$ cat src/exec_pkg.sv
// Purpose: shared constants and types for the instruction executer
// Assumes: 32-bit classic wishbone register bus, word-aligned byte offsets
// Notes: file registers are reached through a window of words

package exec_pkg;

  // ***************************************************
  // widths
  // ***************************************************
  localparam int DATA_W = 8;
  localparam int PC_W = 11;
  localparam int FILE_N = 32;
  localparam int STACK_N = 2;

  // ***************************************************
  // register byte offsets
  // ***************************************************
  localparam logic [7:0] INSTR_OFS = 8'h00;
  localparam logic [7:0] ACC_OFS = 8'h04;
  localparam logic [7:0] STATUS_OFS = 8'h08;
  localparam logic [7:0] PC_OFS = 8'h0C;
  localparam logic [7:0] WDOG_OFS = 8'h10;
  localparam logic [7:0] STACK_OFS = 8'h14;
  localparam logic [7:0] EXEC_OFS = 8'h18;
  localparam logic [7:0] FILE_OFS = 8'h80;

  // ***************************************************
  // instruction word fields
  // ***************************************************
  localparam int OP_LSB = 0;
  localparam int FADR_LSB = 8;
  localparam int DEST_BIT = 13;
  localparam int BSEL_LSB = 16;
  localparam int LIT_LSB = 24;

  // ***************************************************
  // status bits and watchdog control bits
  // ***************************************************
  localparam int ZERO_BIT = 2;
  localparam int SLEEP_BIT = 3;
  localparam int EXPIRY_BIT = 4;
  localparam int PAGE_LSB = 5;
  localparam int PRESC_LSB = 8;
  localparam int ASSIGN_BIT = 16;
  localparam logic [7:0] STATUS_RST = 8'h18;
  localparam logic [7:0] ZERO_VAL = 8'h00;
  localparam logic [PC_W-1:0] PC_RST = 11'h000;
  localparam logic ASSIGN_RST = 1'b1;

  // ***************************************************
  // instruction cycle counts
  // ***************************************************
  localparam logic [1:0] ONE_CYCLE = 2'h1;
  localparam logic [1:0] TWO_CYCLE = 2'h2;

  typedef enum logic [2:0] {
    and_accumulator_file = 3'h0,
    bit_test_skip_clear = 3'h1,
    bit_test_skip_set = 3'h2,
    clear_accumulator_op = 3'h3,
    clear_file_op = 3'h4,
    call_op = 3'h5,
    watchdog_kick_op = 3'h6,
    idle_op = 3'h7
  } op_t;

endpackage

$ cat src/file_ram.sv
// Purpose: file register storage with registered read data
// Assumes: one write and one read per cycle
// Notes: read data appear one edge after the address

`timescale 1ns/1ns

module file_ram #(
  parameter int DEPTH = 32,
  parameter int WIDTH = 8
) (
  // clock and reset
  input wire logic clk_i,
  input wire logic rst_i,
  // write port
  input wire logic wr_en_i,
  input wire logic [$clog2(DEPTH)-1:0] wr_addr_i,
  input wire logic [WIDTH-1:0] wr_data_i,
  // read port
  input wire logic [$clog2(DEPTH)-1:0] rd_addr_i,
  output logic [WIDTH-1:0] rd_data_o
);

  logic [WIDTH-1:0] mem [DEPTH];

  initial begin
    if (DEPTH < 2 || WIDTH < 1) begin
      $error("file_ram: bad size");
    end
  end

  always_ff @(posedge clk_i) begin
    if (wr_en_i) begin
      mem[wr_addr_i] <= wr_data_i;
    end
  end

  always_ff @(posedge clk_i) begin
    if (rst_i) begin
      rd_data_o <= '0;
    end else begin
      rd_data_o <= mem[rd_addr_i];
    end
  end

endmodule

$ cat src/instr_exec.sv
// Purpose: executes a subset of an 8-bit core's instructions
// Assumes: software writes one instruction word at a time
// Notes: one file read clock, then one clock per instruction cycle; skips and calls add one
//
// The register addresses and register access over Wishbone are this design's own decisions.

`timescale 1ns/1ns

// Functional notes
// - and accumulator with file; destination bit picks accumulator or file
// - skip-if-clear discards next instruction when bit is 0, 2 cycles
// - skip-if-set discards next instruction when bit is 1, 2 cycles
// - bit tests change no flags; file addresses 0 to 31
// - clear accumulator loads 00h and sets zero flag
// - clear file writes 00h to the file register, sets zero flag
// - call pushes program counter plus one before changing it
// - call loads literal low, clears bit 8, page bits to 10:9
// - call leaves all condition flags unchanged
// - watchdog kick resets the watchdog counter to 00h
// - watchdog kick clears prescaler only when assigned to watchdog
// - watchdog kick sets expiry flag and sleep entry flag to 1
module instr_exec
  import exec_pkg::*;
#(
  parameter int STACK_DEPTH = exec_pkg::STACK_N
) (
  // clock and reset
  input wire logic clk_i,
  input wire logic rst_i,
  // wishbone slave
  input wire logic cyc_i,
  input wire logic stb_i,
  input wire logic we_i,
  input wire logic [7:0] adr_i,
  input wire logic [3:0] sel_i,
  input wire logic [31:0] dat_i,
  output logic [31:0] dat_o,
  output logic ack_o
);

  import exec_pkg::*;

  initial begin
    if (STACK_DEPTH < 1 || STACK_DEPTH > 255) begin
      $error("instr_exec: bad stack depth");
    end
  end

  // ***************************************************
  // declarations
  // ***************************************************
  typedef enum logic [1:0] {
    st_idle,
    st_read,
    st_exec,
    st_discard
  } state_t;

  state_t state;
  op_t op;
  logic [4:0] fadr;
  logic dest;
  logic [2:0] bsel;
  logic [7:0] lit;
  logic [7:0] acc;
  logic [7:0] status;
  logic [PC_W-1:0] pc;
  logic [7:0] wdog;
  logic [7:0] presc;
  logic assign_wdog;
  logic last_skip;
  logic [1:0] last_cycles;
  logic file_wait;
  logic req;
  logic file_rd;
  logic go;
  logic wr_go;
  logic [7:0] fdata;
  logic [7:0] and_res;
  logic bit_val;
  logic skip;
  logic kick;
  logic ram_we;
  logic [4:0] ram_wa;
  logic [7:0] ram_wd;
  logic [4:0] ram_ra;
  logic [PC_W-1:0] stack_top;
  logic [7:0] stack_fill;
  logic push;
  logic [31:0] rd_mux;
  logic in_exec;

  // ***************************************************
  // bus decode
  // ***************************************************
  assign req = cyc_i && stb_i && !ack_o;
  assign file_rd = adr_i[7] && !we_i;
  assign go = req && state == st_idle && (!file_rd || file_wait);
  assign wr_go = go && we_i;
  assign in_exec = state == st_exec;

  always_ff @(posedge clk_i) begin
    if (rst_i) begin
      file_wait <= 1'b0;
    end else begin
      file_wait <= req && state == st_idle && file_rd && !file_wait;
    end
  end

  always_ff @(posedge clk_i) begin
    if (rst_i) begin
      ack_o <= 1'b0;
    end else begin
      ack_o <= go;
    end
  end

  always_comb begin
    rd_mux = 32'h0000_0000;
    if (adr_i[7]) begin
      rd_mux = {24'h000000, fdata};
    end else begin
      case ({adr_i[7:2], 2'b00})
        ACC_OFS: rd_mux = {24'h000000, acc};
        STATUS_OFS: rd_mux = {24'h000000, status};
        PC_OFS: rd_mux = {21'h000000, pc};
        WDOG_OFS: rd_mux = {15'h0000, assign_wdog, presc, wdog};
        STACK_OFS: rd_mux = {13'h0000, stack_fill, stack_top};
        EXEC_OFS: rd_mux = {29'h00000000, last_skip, last_cycles};
        default: rd_mux = 32'h0000_0000;
      endcase
    end
  end

  always_ff @(posedge clk_i) begin
    if (rst_i) begin
      dat_o <= 32'h0000_0000;
    end else if (go && !we_i) begin
      dat_o <= rd_mux;
    end
  end

  // ***************************************************
  // instruction capture and sequencing
  // ***************************************************
  always_ff @(posedge clk_i) begin
    if (rst_i) begin
      op <= idle_op;
      fadr <= 5'h00;
      dest <= 1'b0;
      bsel <= 3'h0;
      lit <= 8'h00;
    end else if (wr_go && {adr_i[7:2], 2'b00} == INSTR_OFS
                 && sel_i == 4'hF) begin
      op <= op_t'(dat_i[OP_LSB +: 3]);
      fadr <= dat_i[FADR_LSB +: 5];
      dest <= dat_i[DEST_BIT];
      bsel <= dat_i[BSEL_LSB +: 3];
      lit <= dat_i[LIT_LSB +: 8];
    end
  end

  always_ff @(posedge clk_i) begin
    if (rst_i) begin
      state <= st_idle;
    end else begin
      case (state)
        st_idle: begin
          if (wr_go && {adr_i[7:2], 2'b00} == INSTR_OFS && sel_i == 4'hF) begin
            state <= st_read;
          end
        end
        st_read: state <= st_exec;
        st_exec: begin
          if (skip || op == call_op) begin
            state <= st_discard;
          end else begin
            state <= st_idle;
          end
        end
        st_discard: state <= st_idle;
        default: state <= st_idle;
      endcase
    end
  end

  // ***************************************************
  // datapath
  // ***************************************************
  assign and_res = acc & fdata;
  assign bit_val = fdata[bsel];
  assign skip = in_exec && ((op == bit_test_skip_clear && !bit_val)
                || (op == bit_test_skip_set && bit_val));
  assign kick = in_exec && op == watchdog_kick_op;
  assign push = in_exec && op == call_op;

  always_ff @(posedge clk_i) begin
    if (rst_i) begin
      last_skip <= 1'b0;
      last_cycles <= ONE_CYCLE;
    end else if (in_exec) begin
      last_skip <= skip;
      last_cycles <= (skip || op == call_op) ? TWO_CYCLE : ONE_CYCLE;
    end
  end

  always_ff @(posedge clk_i) begin
    if (rst_i) begin
      acc <= ZERO_VAL;
    end else if (in_exec && op == and_accumulator_file && !dest) begin
      acc <= and_res;
    end else if (in_exec && op == clear_accumulator_op) begin
      acc <= ZERO_VAL;
    end else if (wr_go && {adr_i[7:2], 2'b00} == ACC_OFS && sel_i[0]) begin
      acc <= dat_i[7:0];
    end
  end

  // ***************************************************
  // status register
  // ***************************************************
  always_ff @(posedge clk_i) begin
    if (rst_i) begin
      status <= STATUS_RST;
    end else if (in_exec) begin
      case (op)
        and_accumulator_file: begin
          status[ZERO_BIT] <= and_res == ZERO_VAL;
        end
        clear_accumulator_op: status[ZERO_BIT] <= 1'b1;
        clear_file_op: status[ZERO_BIT] <= 1'b1;
        watchdog_kick_op: begin
          status[EXPIRY_BIT] <= 1'b1;
          status[SLEEP_BIT] <= 1'b1;
        end
        default: status <= status;
      endcase
    end else begin
      if (wr_go && {adr_i[7:2], 2'b00} == STATUS_OFS && sel_i[0]) begin
        status <= dat_i[7:0];
      end
      // wrap clears expiry even when a write lands
      if (wdog == 8'hFF && (!assign_wdog || presc == 8'hFF)) begin
        status[EXPIRY_BIT] <= 1'b0;
      end
    end
  end

  // ***************************************************
  // program counter and return stack
  // ***************************************************
  always_ff @(posedge clk_i) begin
    if (rst_i) begin
      pc <= PC_RST;
    end else if (push) begin
      pc <= {status[PAGE_LSB +: 2], 1'b0, lit};
    end else if (in_exec || (state == st_discard && op != call_op)) begin
      pc <= pc + 11'h001;
    end else if (wr_go && {adr_i[7:2], 2'b00} == PC_OFS
                 && sel_i[1:0] == 2'h3) begin
      pc <= dat_i[PC_W-1:0];
    end
  end

  return_stack #(
    .DEPTH(STACK_DEPTH),
    .WIDTH(PC_W)
  ) u_stack (
    .clk_i(clk_i),
    .rst_i(rst_i),
    .push_i(push),
    .data_i(pc + 11'h001),
    .top_o(stack_top),
    .fill_o(stack_fill)
  );

  // ***************************************************
  // file registers
  // ***************************************************
  always_comb begin
    ram_we = 1'b0;
    ram_wa = adr_i[6:2];
    ram_wd = dat_i[7:0];
    if (in_exec && op == and_accumulator_file && dest) begin
      ram_we = 1'b1;
      ram_wa = fadr;
      ram_wd = and_res;
    end else if (in_exec && op == clear_file_op) begin
      ram_we = 1'b1;
      ram_wa = fadr;
      ram_wd = ZERO_VAL;
    end else if (wr_go && adr_i[7] && sel_i[0]) begin
      ram_we = 1'b1;
    end
  end

  assign ram_ra = (state == st_idle) ? adr_i[6:2] : fadr;

  file_ram #(
    .DEPTH(FILE_N),
    .WIDTH(DATA_W)
  ) u_file (
    .clk_i(clk_i),
    .rst_i(rst_i),
    .wr_en_i(ram_we),
    .wr_addr_i(ram_wa),
    .wr_data_i(ram_wd),
    .rd_addr_i(ram_ra),
    .rd_data_o(fdata)
  );

  // ***************************************************
  // watchdog counter and prescaler
  // ***************************************************
  always_ff @(posedge clk_i) begin
    if (rst_i) begin
      assign_wdog <= ASSIGN_RST;
    end else if (wr_go && {adr_i[7:2], 2'b00} == WDOG_OFS && sel_i[2]) begin
      assign_wdog <= dat_i[ASSIGN_BIT];
    end
  end

  always_ff @(posedge clk_i) begin
    if (rst_i) begin
      presc <= 8'h00;
    end else if (kick && assign_wdog) begin
      presc <= 8'h00;
    end else begin
      presc <= presc + 8'h01;
    end
  end

  always_ff @(posedge clk_i) begin
    if (rst_i) begin
      wdog <= 8'h00;
    end else if (kick) begin
      wdog <= ZERO_VAL;
    end else if (!assign_wdog || presc == 8'hFF) begin
      wdog <= wdog + 8'h01;
    end
  end

endmodule

$ cat src/return_stack.sv
// Purpose: hardware return stack, push only from this block
// Assumes: a push beyond the depth drops the oldest entry
// Notes: the top entry is always entry 0

`timescale 1ns/1ns

module return_stack #(
  parameter int DEPTH = 2,
  parameter int WIDTH = 11
) (
  // clock and reset
  input wire logic clk_i,
  input wire logic rst_i,
  // push side
  input wire logic push_i,
  input wire logic [WIDTH-1:0] data_i,
  // view
  output logic [WIDTH-1:0] top_o,
  output logic [7:0] fill_o
);

  logic [WIDTH-1:0] entry [DEPTH];

  initial begin
    if (DEPTH < 1 || DEPTH > 255) begin
      $error("return_stack: bad depth");
    end
  end

  // ***************************************************
  // shift register of entries
  // ***************************************************
  for (genvar i = 0; i < DEPTH; i++) begin : g_entry
    always_ff @(posedge clk_i) begin
      if (rst_i) begin
        entry[i] <= '0;
      end else if (push_i) begin
        entry[i] <= (i == 0) ? data_i : entry[(i == 0) ? 0 : i-1];
      end
    end
  end

  always_ff @(posedge clk_i) begin
    if (rst_i) begin
      fill_o <= 8'h00;
    end else if (push_i && fill_o < 8'(DEPTH)) begin
      fill_o <= fill_o + 8'h01;
    end
  end

  assign top_o = entry[0];

endmodule

$ cat config.mk
export PLATFORM = sky130hd
export DESIGN_NAME = instr_exec
export DESIGN_NICKNAME = d
export VERILOG_FILES = /design/src/exec_pkg.sv /design/src/file_ram.sv /design/src/instr_exec.sv /design/src/return_stack.sv
export SDC_FILE = /design/constraint.sdc
export NUM_CORES = 1
export LEC_CHECK = 0
export ABC_AREA = 1
export BUFFER_PORTS_ARGS = -buffer_cell sky130_fd_sc_hd__buf_4
export CELL_PAD_IN_SITES_DETAIL_PLACEMENT = 1
export CELL_PAD_IN_SITES_GLOBAL_PLACEMENT = 2
export CORE_ASPECT_RATIO = 1.1
export CORE_UTILIZATION = 37
export DETAILED_ROUTE_END_ITERATION = 12
export HOLD_SLACK_MARGIN = 0.08
export PLACE_DENSITY_LB_ADDON = 0.12
export SLEW_MARGIN = 25
export SYNTH_ARGS = -nofsm -noshare
export SYNTH_HDL_FRONTEND = slang
export SYNTH_SLANG_ARGS = --single-unit
$ cat constraint.sdc
create_clock -name clk_i -period 3 [get_ports clk_i]
set_input_delay 0.6 -clock clk_i [delete_from_list [all_inputs] [get_ports clk_i]]
set_output_delay 0.6 -clock clk_i [all_outputs]
set_load 0.02 [all_outputs]
==> flow_metrics.py <==
metrics = {
    "logic_synthesis": {
        "ys_seq_area_frac": 0.594,
        "synthArstFlopShare": 0,
        "syn_avg_cell_area_um2": 8.94,
        "post-synth-top-count-cell": "nand2_1",
        "synth_top_area_cell": "edfxtp_1",
        "synth-seq-cells": 373,
        "synth_flop_cell": "edfxtp_1",
        "synth_area_um2": 17100,
        "synth_edf_count": 267,
        "synth_area_leaders": "edfxtp_1, dfxtp_1, nand2_1",
        "yosysTopAreaCellShare": 0.470,
        "synth_cell_types": 43,
        "yosys_warnings": 0,
        "syn-instance-count": 1909,
        "synth_commonest_cells": "nand2_1, inv_1, nand3_1, edfxtp_1, nor2_1",
    },
    "global_route": {
        "antenna_found_initial": 0,
        "grt_pass1_wl_um": 80500,
        "first_global_vias": 13900,
        "grt_use_total": 0.233,
        "grt_max_degree": 65,
        "overflow": 0,
    },
    "final_layout": {
        "fin_nets": 2075,
        "fin_cells": 2643,
        "syn2layout_area_growth_pct": 17.4,
        "antennaDiodeCount": 0,
        "drive_above_1_share": 0.119,
        "fill_cells": 5338,
    },
    "drt": {
        "wl_per_cell_um": 20.1,
        "route.detailed.drc": 0,
        "ant_nets": 0,
        "drt-initial-drc-count": 529,
        "dr.pass1.iters": 5,
        "vias": 13300,
        "wl_um": 53000,
        "vias_per_cell": 5.04,
    },
    "critical_path": {
        "crit_fanout": 6,
        "critPathArrivalTime_ns": 2.97,
        "critical_path_required_ns": 3.28,
        "critPathCaptureType": "flip-flop",
        "critical_path_class": "flip-flop to flip-flop",
        "reg2reg_slack_ns": 0.31,
        "startpoint_type": "flip-flop",
    },
    "sta": {
        "worst_pin_slew_ns": 0.956,
        "post-route-min-period_ns": 2.69,
        "hold_violations": 0,
        "setup_viol": 0,
        "max_freq_ghz": 0.372,
        "drv_slew": 0,
        "fin_skew_ns": 0.0356,
        "fin_hold_ws_ns": 0.288,
        "slew-limit-headroom": 0.360,
        "rsz0062_at_grt": "no",
        "finalSetupTns_ns": 0,
        "min_period_over_period": 0.896,
        "setup_ws_ns": 0.311,
    },
    "placement": {
        "pre_cts_ws_ns": 0.209,
        "port_buffers": 59,
        "gp_congestion": 0.822,
        "dp.cells": 2566,
        "dp_hpwl_um": 36500,
    },
    "floorplanning": {
        "die_w_um": 207,
        "fp-row-count": 82,
        "start_util": 0.375,
        "core_um2": 45600,
        "dieArea_um2": 47000,
        "fp.dieH_um": 227,
        "io_pins": 82,
    },
    "clock_tree": {
        "cts_made_buffers": 42,
        "clk_pin_slew_ns": 0.06,
        "root_buffer": "clkbuf_16",
        "cts_setup_buffers": 0,
        "cts_tree": "done",
        "cts-resized-gates": 0,
        "cts.sinks": 373,
        "clk_latency_ns": 0.59,
        "cts_max_path_buffers": 3,
        "ctsHoldBuffers": 0,
        "htreeDepth": 2,
    },
    "flow_run": {
        "cap_viol_max_count": 0,
    },
    "power_and_ir_drop": {
        "power_w": 0.0116,
        "ir_worst_vdd_uv": 322,
        "powerDensity_nw_per_um2": 577,
        "leakage_nw": 8.41,
    },
    "hold_path": {
        "worstHoldPathType": "primary input to flip-flop",
    },
    "outcome": {
        "status": "finished clean",
    },
}
==> power by group <==
group / internal [W] / switching, W
combinational: 0.000211 / 0.000492
sequential: 0.00554 / 0.0000351
clock: 0.00315 / 0.00213
total: 0.00890 / 0.00266
==> cells in the final DEF, fill, tap and decap left out, drive strengths merged, types with 2 or more instances in the layout <==
cell,count
ha,4
or2,2
nand3,284
o21bai,2
clkinv,16
o21ai,86
o211ai,30
a211oi,4
o22ai,24
xor2,7
dfxtp,106
nor4,4
buf,146
nor3b,2
xnor2,3
conb,13
bufinv,6
a21oi,73
edfxtp,267
a22oi,3
nand4,11
nand2,388
inv,349
nor3,10
nor2,154
clkbuf,55
==> cells by family (layout without fill, tap and decap cells) <==
kind of cell	count (synthesis)	in the layout	share of synthesized area
compound gates	226	226	0.0761
xor+xnor	10	10	0.00513
fa+ha+maj	4	4	0.00293
buf+inv	438	572	0.104
flops	373	373	0.594
other cells	1	13	0.000220
simple gates	857	857	0.217
==> final cells by class <==
class | instances | area [um^2] | share of cell area
multi-input cells | 1110 | 5270 | 0.263
inverters | 349 | 1310 | 0.0654
clock buffers | 55 | 1120 | 0.0559
well taps | 588 | 736 | 0.0367
clock inverters | 22 | 272 | 0.0135
flip-flops and latches | 373 | 10100 | 0.506
repair buffers | 146 | 1200 | 0.0597
==> stage by stage <==
| step | util | area, um^2 |
|---|---|---|
| after floorplan | - | 17100 |
| after global placement | 0.409 | 18600 |
| after detailed placement | 0.409 | 18600 |
| after CTS | 0.440 | 20000 |
| after global routing | 0.440 | 20000 |
| final | 0.440 | 20000 |
==> state kept, by name (all words and copies together) (netlist names), 2 cells and up <==
name,count
fadr,5
wdog,8
op,3
lit,8
u_file.mem,256
status,8
dat_o,19
bsel,3
u_file.rd_data_o,8
pc,11
u_stack.entry,11
acc,8
presc,8
state,2
last_cycles,2
u_stack.fill_o,8
==> per-layer routing <==
metal / global-route usage / routed length (um) / up-vias
met4: 0.107 / 2350 / 0
met5: 0 / 0 / -
met1: 0.272 / 22000 / 6527
li1: - / - / 6467
met3: 0.0374 / 1720 / 113
met2: 0.416 / 27000 / 205
==> critical path: stages (launching register included) <==
cell and delay (ns):
dfxtp_1 0.38, nor2_4 0.18, nand4_2 0.17, nor2_4 0.25
nand2_1 0.19, o21ai_1 0.39, nand3_1 0.24, nor2_1 0.37
buf_4 0.22
==> worst paths after layout <==
kind | to | startpoint | cells past startpoint
worst max-delay path | u_file.mem[20][7] | state[1] | 8
worst min-delay path | lit[0] | dat_i[24] | 3
worst max register to register | u_file.mem[20][7] | state[1] | 8
worst min register to register | u_stack.fill_o[3] | u_stack.fill_o[3] | 2
(Power assumes the default switching activity.)
